### config.mk
export PLATFORM = sky130hd
export DESIGN_NAME = fcpd_decoder
export DESIGN_NICKNAME = d
export VERILOG_FILES = /design/src/verilog/fcpd_pkg.sv /design/src/verilog/fcpd_buffer.sv /design/src/verilog/fcpd_decoder.sv
export SDC_FILE = /design/constraint.sdc
export NUM_CORES = 1
export LEC_CHECK = 0
export ABC_AREA = 1
export BUFFER_PORTS_ARGS = -buffer_cell sky130_fd_sc_hd__buf_2
export CORE_ASPECT_RATIO = 1.2
export CORE_MARGIN = 10
export CORE_UTILIZATION = 58
export CTS_BUF_LIST = sky130_fd_sc_hd__clkbuf_16
export DETAILED_ROUTE_END_ITERATION = 12
export GPL_TIMING_DRIVEN = 0
export MAX_ROUTING_LAYER = met4
export PLACE_DENSITY_LB_ADDON = 0.12
export SETUP_SLACK_MARGIN = 0.15
export SLEW_MARGIN = 30
export SYNTH_ARGS = -nofsm -noshare
export SYNTH_HDL_FRONTEND = slang
export SYNTH_SLANG_ARGS = --single-unit
### constraint.sdc
create_clock -name clk -period 2.95 [get_ports clk]
set_clock_uncertainty 0.05 [all_clocks]
set_input_delay 0.59 -clock clk [delete_from_list [all_inputs] [get_ports clk]]
set_output_delay 0.59 -clock clk [all_outputs]
set_load 0.03 [all_outputs]
### src/verilog/fcpd_pkg.sv
// package of constants and carriers for the field colour pixel decoder
package fcpd_pkg;

	// =========================================================
	// geometry
	localparam int          DOTS_PER_FIELD = 8;
	localparam logic [5:0]  FIELDS_LOW     = 6'h09;
	localparam logic [5:0]  FIELDS_MID     = 6'h14;
	localparam logic [5:0]  FIELDS_HIGH    = 6'h2A;
	localparam logic [2:0]  TEXT_LINES     = 3'h4;
	localparam logic [3:0]  PALETTE_RESET  = 4'h0;
	localparam int          BG_LSB         = 0;
	localparam int          FG_LSB         = 4;

	// =========================================================
	// types
	typedef enum logic [1:0] {
		RES_LOW,
		RES_MID,
		RES_HIGH
	} fcpd_res_type;

	typedef struct packed {
		logic [7:0] pattern;
		logic [7:0] colour;
	} fcpd_field_type;

	typedef struct packed {
		logic       valid;
		logic [3:0] colour;
		logic       last_dot;
	} fcpd_dot_type;

	function automatic logic [5:0] fcpd_fields(input fcpd_res_type res);
		case (res)
			RES_LOW:  fcpd_fields = FIELDS_LOW;
			RES_MID:  fcpd_fields = FIELDS_MID;
			default:  fcpd_fields = FIELDS_HIGH;
		endcase
	endfunction : fcpd_fields

endpackage : fcpd_pkg

### src/verilog/fcpd_buffer.sv
// two-entry buffer of field words between memory fetch and dot output
`timescale 1ns/100ps
module fcpd_buffer #(
	parameter int WIDTH = 16
) (
	input  wire logic             clk,
	input  wire logic             reset,
	input  wire logic             in_valid,
	output logic                  in_ready,
	input  wire logic [WIDTH-1:0] in_data,
	output logic                  out_valid,
	input  wire logic             out_ready,
	output logic      [WIDTH-1:0] out_data
);
	logic [WIDTH-1:0] mem_q [2];
	logic             wr_q;
	logic             rd_q;
	logic [1:0]       count_q;
	logic             push;
	logic             pop;

	assign push      = in_valid && (count_q != 2'h2);
	assign pop       = out_ready && (count_q != 2'h0);
	assign in_ready  = (count_q != 2'h2);
	assign out_valid = (count_q != 2'h0);
	assign out_data  = mem_q[rd_q];

	always_ff @(posedge clk) begin
		if (reset) begin
			wr_q    <= 1'b0;
			rd_q    <= 1'b0;
			count_q <= 2'h0;
		end else begin
			if (push) begin
				wr_q <= ~wr_q;
			end
			if (pop) begin
				rd_q <= ~rd_q;
			end
			count_q <= count_q + {1'b0, push} - {1'b0, pop};
		end
	end

	always_ff @(posedge clk) begin
		if (push) begin
			mem_q[wr_q] <= in_data;
		end
	end

endmodule : fcpd_buffer

### src/verilog/fcpd_decoder.sv
// field colour pixel decoder: screen bytes in, one colour number per dot out
`timescale 1ns/100ps
module fcpd_decoder (
	input  wire logic                  clk,
	input  wire logic                  reset,
	input  wire logic                  sixteen_mode,
	input  wire fcpd_pkg::fcpd_res_type resolution,
	input  wire logic                  text_area,
	input  wire logic                  pal_we,
	input  wire logic [1:0]            pal_sel,
	input  wire logic [3:0]            pal_data,
	input  wire logic                  row_start,
	output logic                       mem_req,
	output logic      [5:0]            mem_field,
	output logic                       mem_init,
	output logic      [3:0]            mem_init_bg,
	input  wire logic                  mem_valid,
	input  wire logic [15:0]           mem_data,
	output logic                       dot_valid,
	output logic      [3:0]            dot_colour,
	output logic                       dot_row_end,
	output logic      [2:0]            text_rows,
	input  wire logic                  dot_ready
);
	import fcpd_pkg::*;

	// =========================================================
	// palette of the four-colour mode
	// entry 0 also seeds the sixteen-colour background on mode entry
	logic [3:0] pal_q [4];
	logic       mode_prev_q;

	always_ff @(posedge clk) begin
		if (reset) begin
			for (int i = 0; i < 4; i++) begin
				pal_q[i] <= PALETTE_RESET;
			end
		end else if (pal_we) begin
			// stored always; in sixteen-colour mode the palette only steers init
			pal_q[pal_sel] <= pal_data;
		end
	end

	// background seed request on entering sixteen-colour mode
	// memory side fills every background nibble on this pulse
	always_ff @(posedge clk) begin
		if (reset) begin
			mode_prev_q <= 1'b0;
			mem_init    <= 1'b0;
			mem_init_bg <= PALETTE_RESET;
		end else begin
			mode_prev_q <= sixteen_mode;
			mem_init    <= sixteen_mode && !mode_prev_q;
			mem_init_bg <= pal_q[0];
		end
	end

	// text rows reported only; moving the picture is the scan side's job
	always_ff @(posedge clk) begin
		if (reset) begin
			text_rows <= 3'h0;
		end else begin
			text_rows <= text_area ? TEXT_LINES : 3'h0;
		end
	end

	// =========================================================
	// field fetch
	// at most one request is ever in flight, so the two-entry buffer
	// always has a free slot for the answer it is waiting on
	typedef enum logic [1:0] {
		FETCH_IDLE,
		FETCH_ISSUE,
		FETCH_WAIT
	} fcpd_fetch_type;

	fcpd_fetch_type fetch_state_q;
	logic [5:0]     fetch_q;
	logic [5:0]     nfields;
	logic           buf_push;
	logic           buf_in_ready;
	logic           buf_out_valid;
	logic [16:0]    buf_in;
	logic [16:0]    buf_o;
	logic [15:0]    buf_out;
	logic           load;

	// true once the index names the row's final field; at-or-past so
	// a resolution change mid-row cannot let the fetch run away
	function automatic logic last_of_row(input logic [5:0] idx, input logic [5:0] total);
		last_of_row = (idx >= total - 6'h01);
	endfunction : last_of_row

	assign nfields  = fcpd_fields(resolution);
	assign buf_push = (fetch_state_q == FETCH_WAIT) && mem_valid;
	// last-field marker rides with the word
	assign buf_in   = {last_of_row(fetch_q, nfields), mem_data};
	assign buf_out  = buf_o[15:0];

	always_ff @(posedge clk) begin
		if (reset) begin
			fetch_state_q <= FETCH_IDLE;
			fetch_q       <= 6'h00;
			mem_req       <= 1'b0;
			mem_field     <= 6'h00;
		end else begin
			mem_req <= 1'b0;
			case (fetch_state_q)
				FETCH_IDLE: begin
					// a start during a row is ignored, the row runs to its end
					if (row_start) begin
						fetch_state_q <= FETCH_ISSUE;
						fetch_q       <= 6'h00;
					end
				end
				FETCH_ISSUE: begin
					// wait for room so a stalled receiver never loses a word
					if (buf_in_ready) begin
						mem_req       <= 1'b1;
						mem_field     <= fetch_q;
						fetch_state_q <= FETCH_WAIT;
					end
				end
				FETCH_WAIT: begin
					// the word itself is pushed by buf_push at this edge
					if (mem_valid) begin
						fetch_q <= fetch_q + 6'h01;
						if (last_of_row(fetch_q, nfields)) begin
							fetch_state_q <= FETCH_IDLE;
						end else begin
							fetch_state_q <= FETCH_ISSUE;
						end
					end
				end
				default: begin
					fetch_state_q <= FETCH_IDLE;
				end
			endcase
		end
	end

	fcpd_buffer #(
		.WIDTH (17)
	) u_buffer (
		.clk       (clk),
		.reset     (reset),
		.in_valid  (buf_push),
		.in_ready  (buf_in_ready),
		.in_data   (buf_in),
		.out_valid (buf_out_valid),
		.out_ready (load),
		.out_data  (buf_o)
	);

	// =========================================================
	// dot serialiser
	fcpd_field_type field_q;
	logic           last_field_q;
	logic [2:0]     dot_q;
	logic           active_q;
	logic           advance;
	logic           bit_v;
	logic [1:0]     pair_v;
	fcpd_field_type f;
	// index of the rightmost dot of a field
	localparam logic [2:0] LAST_DOT = 3'(DOTS_PER_FIELD - 1);

	// a stalled dot freezes the serialiser and the output stage alike
	assign advance = !dot_valid || dot_ready;
	// a field is loaded whole before its first dot leaves
	assign load    = advance && buf_out_valid && (!active_q || dot_q == LAST_DOT);
	assign f       = buf_out;

	always_ff @(posedge clk) begin
		if (reset) begin
			active_q     <= 1'b0;
			dot_q        <= 3'h0;
			field_q      <= '0;
			last_field_q <= 1'b0;
		end else if (advance) begin
			if (load) begin
				field_q      <= f;
				last_field_q <= buf_o[16];
				active_q     <= 1'b1;
				dot_q        <= 3'h0;
			end else if (active_q) begin
				if (dot_q == LAST_DOT) begin
					active_q <= 1'b0;
				end
				dot_q <= dot_q + 3'h1;
			end
		end
	end

	// pattern bit of a dot; the leftmost dot sits on the msb
	function automatic logic [2:0] bit_pos(input logic [2:0] dot);
		bit_pos = LAST_DOT - dot;
	endfunction : bit_pos

	// colour choice for the dot now in the serialiser
	always_comb begin
		bit_v  = field_q.pattern[bit_pos(dot_q)];
		pair_v = {field_q.pattern[bit_pos(dot_q)], field_q.colour[bit_pos(dot_q)]};
	end

	// output stage: every port here comes straight from a register
	always_ff @(posedge clk) begin
		if (reset) begin
			dot_valid   <= 1'b0;
			dot_colour  <= 4'h0;
			dot_row_end <= 1'b0;
		end else if (advance) begin
			dot_valid   <= active_q;
			dot_row_end <= active_q && last_field_q && dot_q == LAST_DOT;
			if (sixteen_mode) begin
				// only the field's two nibbles can ever appear
				dot_colour <= bit_v ? field_q.colour[FG_LSB +: 4]
				                    : field_q.colour[BG_LSB +: 4];
			end else begin
				dot_colour <= pal_q[pair_v];
			end
		end
	end

endmodule : fcpd_decoder

Yosys cells after proc, flatten, opt, wreduce, memory -nomap -nowiden:

Memory sizes are Yosys's and may differ from the RTL's. A register that Yosys moved wholly into a read port is not among the register bits.
Cells that the tools add are included.

* memories: 2
* output and inout bits: 21
* bits in writable memories: 50
* input port bits: 32
* logic and storage cells: 93
* register bits: 34

* add/sub/neg operators: 6
* bitwise gates (word level): 3
* reduce and logical (&&, ||, !) cells: 25
* equal/unequal tests: 8
* $lt $le $gt $ge: 2
* multiplexer cells: 32

Memories
* u_buffer.mem_q: words 2, bits a word 17, rd ports 1, clocked after memory_dff 1, wr ports 1, RTL line fcpd_buffer.sv:15 `logic [WIDTH-1:0] mem_q [2];`
* pal_q: words 4, bits a word 4, rd ports 2, clocked after memory_dff 1, wr ports 4, RTL line fcpd_decoder.sv:30 `logic [3:0] pal_q [4];`

Operators by type and width (count)
* $pmux 6 s2: 2
* $mux 1: 15
* $mux 4: 3
* $mux 6: 2
* $mux 3: 3
* $logic_and 1x1->1: 8
* $mux 2: 4
* $ne 2x2->1 const B: 4
* $add 6x1->6 const B: 1
* $bmux 1 s3: 2
* $ge 6x6->1: 1
* $pmux 2 s3: 1
* $reduce_and 2->1: 3
* $reduce_and 3->1: 2
* $reduce_bool 2->1: 3
* $sub 6x1->6 const B: 1
* $eq 2x1->1 const B: 2
* $logic_not 2->1: 2
* $lt 3x4->1 const B: 1
* $reduce_or 4->1: 1
* $add 3x1->3 const B: 1
* $eq 3x3->1 const B: 1
* $logic_not 1->1: 3
* $not 1->1: 3
* 6 further kinds: 7

Logic depth before layout (Yosys ltp):

* word-level depth: 7
* gate-level depth with buffers: 12
* mapped depth without buffers: 11

Hierarchy:

A second synthesis with hierarchy kept.

* cells, all modules: 491
* area total of the unflattened synthesis: 4644.5 sq um

By module, submodules not included
* fcpd_decoder: cells each 401, times used 1, area each 3119.2 sq um, seq. area each 1461.4 sq um
* fcpd_buffer: cells each 90, times used 1, area each 1525.2 sq um, seq. area each 1121.1 sq um

Least setup slack after synthesis:

No wires, ideal clock.

* path type: register to register
* start point: reg dot_q[1]
* end point: reg u_buffer.count_q[1]
* data arrival time: 2013 ps
* path slack: 767 ps
* setup time: 120 ps
* required time: 2780 ps
* buffers on the path: 1
* period minus slack after synthesis: 2183 ps
* cell stages (with the launch flop): 12
* cells stage by stage: dfxtp_1 -> ha_1 -> ha_1 -> o21ai_2 -> inv_2 -> buf_2 -> ha_1 -> inv_1 -> ha_1 -> xor2_1 -> o21ai_0 -> a21oi_1

* longest elaborated chain between the ends: 5

RTL lines
* start: declaration: RTL line fcpd_decoder.sv:159 `logic [2:0] dot_q;`
* start signal: assignment: RTL line fcpd_decoder.sv:190 `dot_q <= dot_q + 3'h1;`
* $eq 3x3->1: RTL line fcpd_decoder.sv:171 `assign load = advance && buf_out_valid && (!active_q || dot_q == LAST_DOT);`
* $logic_or 1x1->1: RTL line fcpd_decoder.sv:171
* $logic_and 1x1->1: RTL line fcpd_decoder.sv:171
* $logic_and 1x1->1: RTL line fcpd_buffer.sv:23 `assign pop = out_ready && (count_q != 2'h0);`
* via u_buffer.pop: RTL line fcpd_buffer.sv:20 `logic pop;`
* $sub 2x1->2: RTL line fcpd_buffer.sv:40 `count_q <= count_q + {1'b0, push} - {1'b0, pop};`
* end signal: assignment: RTL line fcpd_buffer.sv:40
* end: declaration: RTL line fcpd_buffer.sv:18 `logic [1:0] count_q;`

The timed path passes the listed nets, and every way through them passes these cells.
A chain may end at the register's enable or synchronous reset.

Worst setup path after layout:

Same ends and word-level chain as after synthesis.

==> results.toml <==
[outcome]
status = "finished clean"

[clock_network]
numCtsBuffers = 9
htreeDepth = 3
ctsResizeCount = 0
cts_tree = "done"
cts_root_buf = "clkbuf_16"
ctsHoldBuffers = 0
path_clk_slew_ns = 0.07
clk_path_buf_depth = 2
cts.sinks = 103
insertion_delay_ns = 0.34
cts_setup_buffers = 0

[power_and_ir_drop]
p_leak_nw = 2.246
pwr-share-comb = 0.329
power_frac_clock = 0.278
finalPower_mw = 4.607
peakVddDrop_v = 0.0005728
power.density_nw_per_um2 = 898.9
swShare = 0.3552
internal-power_mw = 2.970
p_sw_mw = 1.636
p_seq_frac = 0.393

[hold_path]
worstHoldPathType = "reg -> reg"

[floorplan]
die_h_um = 115.6
dieArea_um2 = 11530
io_pins = 53
start_util = 0.6008
core_area_um2 = 7360
die_w_um = 99.71
placement_rows = 34

[global_routing]
antenna_found_initial = 0
first_global_vias = 3138
grt_pass1_wl_mm = 14.19
grt_usage = 0.1545
grt_max_degree = 19
grt_overflow = 0

[flow_run]
maxCapViolCount = 0

[yosys]
synth_warnings = 0
syn_area_um2 = 4422
seq_area_frac_synth = 0.5795
ys_seq_elements = 103
synth.distinct_cells = 32
synth_area_per_cell_um2 = 9.174
synth_cells = 482

[timing]
relSlewSlack = 0.4268
tns_ns = 0
rsz0062_at_grt = "false"
hold_viol = 0
setup_viol = 0
clock.fmax_mhz = 404.9
worstMarginPinSlew_ns = 0.8588
finalMaxSlewViolations = 0
fin_crit_ns = 2.470
fin_crit_sh = 0.8372

[final_layout]
diodes = 0
finalNonFillerCells = 639
syn2layout_area_growth_pct = 15.90
nNetsFinal = 587
drive_above_1_share = 0.1803

[worst_setup_path]
crit_arrival_ns = 2.69
startpoint_type = "flip-flop"
reg2reg_to = "u_buffer.count_q[1]$_SDFF_PP0_"
criticalPathCategory = "reg -> reg"
endpoint = "u_buffer.count_q[1]$_SDFF_PP0_"
timing.critical_path.from = "dot_q[1]$_SDFFE_PP0P_"
reg2reg_from = "dot_q[1]$_SDFFE_PP0P_"
critPathCaptureType = "flip-flop"
cp.required_ns = 3.17
crit_path_max_fanout = 10
rrSetupSlack_ns = 0.48
r2r_cells = 11

[detailed_routing]
dr.pass1.iters = 5
num_vias = 3246
wirelength_mm = 8.476
drc_errors = 0
wl_per_cell_um = 13.26
ant_nets = 0
vias_per_cell = 5.080
first_iter_violations = 163

[place]
io_buffers = 50
dp_cells = 623
gp_congestion = 0.8546
dpl.hpwl_mm = 6.308
## power by group through the flow
stage / registers, mW / logic, mW / clock network, mW
finish: 1.81 / 1.52 / 1.28
global route: 1.83 / 1.72 / 1.35
CTS: 1.81 / 1.52 / 1.30
detailed placement: 1.84 / 1.50 / 0
global placement: 1.84 / 1.47 / 0
floorplan: 1.92 / 1.07 / 0
## cell usage in the layout (no fill, tap or decap), types with 2 or more instances in the layout
master,n
nand3b_1,4
nand2_2,2
nand4_1,3
nor3_1,7
nor2_2,2
nand3_1,28
inv_1,66
edfxtp_1,50
nand3_4,3
a31oi_1,17
nand2_4,2
clkbuf_1,8
bufinv_16,2
ha_1,11
buf_2,54
a21oi_1,20
conb_1,3
o21ai_1,2
o21ai_0,30
nand2_1,99
dfxtp_1,53
inv_6,2
clkbuf_16,9
nand3_2,5
nor2_1,43
inv_2,4
a21oi_2,5
buf_4,3
clkinv_1,2
## worst min path at each step
stage	start	endpoint	slack, ns	cells after the start
final	mode_prev_q$_SDFF_PP0_	mem_init$_SDFF_PP0_	0.34	1
after detailed placement	mode_prev_q$_SDFF_PP0_	mem_init$_SDFF_PP0_	0.34	1
after CTS	mode_prev_q$_SDFF_PP0_	mem_init$_SDFF_PP0_	0.35	1
after floorplan	mode_prev_q$_SDFF_PP0_	mem_init$_SDFF_PP0_	0.32	1
after global placement	mode_prev_q$_SDFF_PP0_	mem_init$_SDFF_PP0_	0.33	1
after global routing	mem_data[12]	u_buffer.mem_q[1][12]$_DFFE_PP_	0.37	1
## cell usage after synthesis (all sizes together)
cell type | n | area [um2]
nand2 | 103 | 406.6
inv | 70 | 262.8
dfxtp | 53 | 1061
edfxtp | 50 | 1501
nor2 | 46 | 175.2
nand3 | 36 | 242.7
o21ai | 33 | 168.9
a21oi | 25 | 143.9
a31oi | 17 | 106.4
ha | 11 | 137.6
buf | 8 | 53.80
clkbuf | 8 | 30.03
nor3 | 7 | 35.03
nand3b | 4 | 30.03
nand4 | 3 | 18.77
clkinv | 2 | 7.510
conb | 2 | 7.510
a211oi | 1 | 7.510
a22oi | 1 | 7.510
o221ai | 1 | 8.760
xor2 | 1 | 8.760
## area by class of cell
cell class	count	area, um2
Inverter	72	270.3
Sequential cell	103	2562
Timing Repair Buffer	50	250.2
Buffer	16	83.83
Clock inverter	7	101.3
Tap cell	90	112.6
Clock buffer	9	225.2
Multi-Input combinational cell	292	1519
Fill cell	583	2235
## worst max-delay path: stages, from the launching register on
cell     delay (ns)
dfxtp_1        0.40
ha_1           0.23
ha_1           0.22
o21ai_2        0.26
inv_2          0.11
buf_2          0.21
ha_1           0.30
inv_1          0.05
ha_1           0.15
xor2_1         0.19
o21ai_0        0.10
a21oi_1        0.14
## logic make-up after synthesis
family | share of synthesized area
other | 0.001698
AOI/OAI and AO/OA | 0.1002
DFF | 0.5795
adders and majority gates | 0.03113
buffers and inverters | 0.08008
and+or+nand+nor | 0.2054
xor gates and xnor gates | 0.001981
## sequential cells by signal, summed over array words and instances (netlist names), 2 cells and up
name and cells:
dot_q 3, dot_colour 4, fetch_state_q 2, u_buffer.count_q 2, mem_field 6, fetch_q 6
u_buffer.mem_q 34, field_q 16, mem_init_bg 4, pal_q 16
## through the flow
step	cell area [um2]	hold WS, ns	util	setup WS (ns)
after floorplan	4425	0.3232	-	0.7672
after global placement	4788	0.3276	0.6506	0.3483
after detailed placement	4793	0.3371	0.6513	0.4142
after CTS	5120	0.3474	0.6957	0.4902
after global routing	5125	0.3727	0.6964	0.2415
final	5125	0.3428	0.6964	0.4804
## metal layers
metal,track usage,part of all wire,vias up
met5,-,0,-
met4,0.05933,0.013,0
met3,0.03752,0.053,13
met2,0.2579,0.50,79
met1,0.1753,0.43,1441
li1,-,-,1713
No activity file was read; power rests on OpenSTA's default activity.
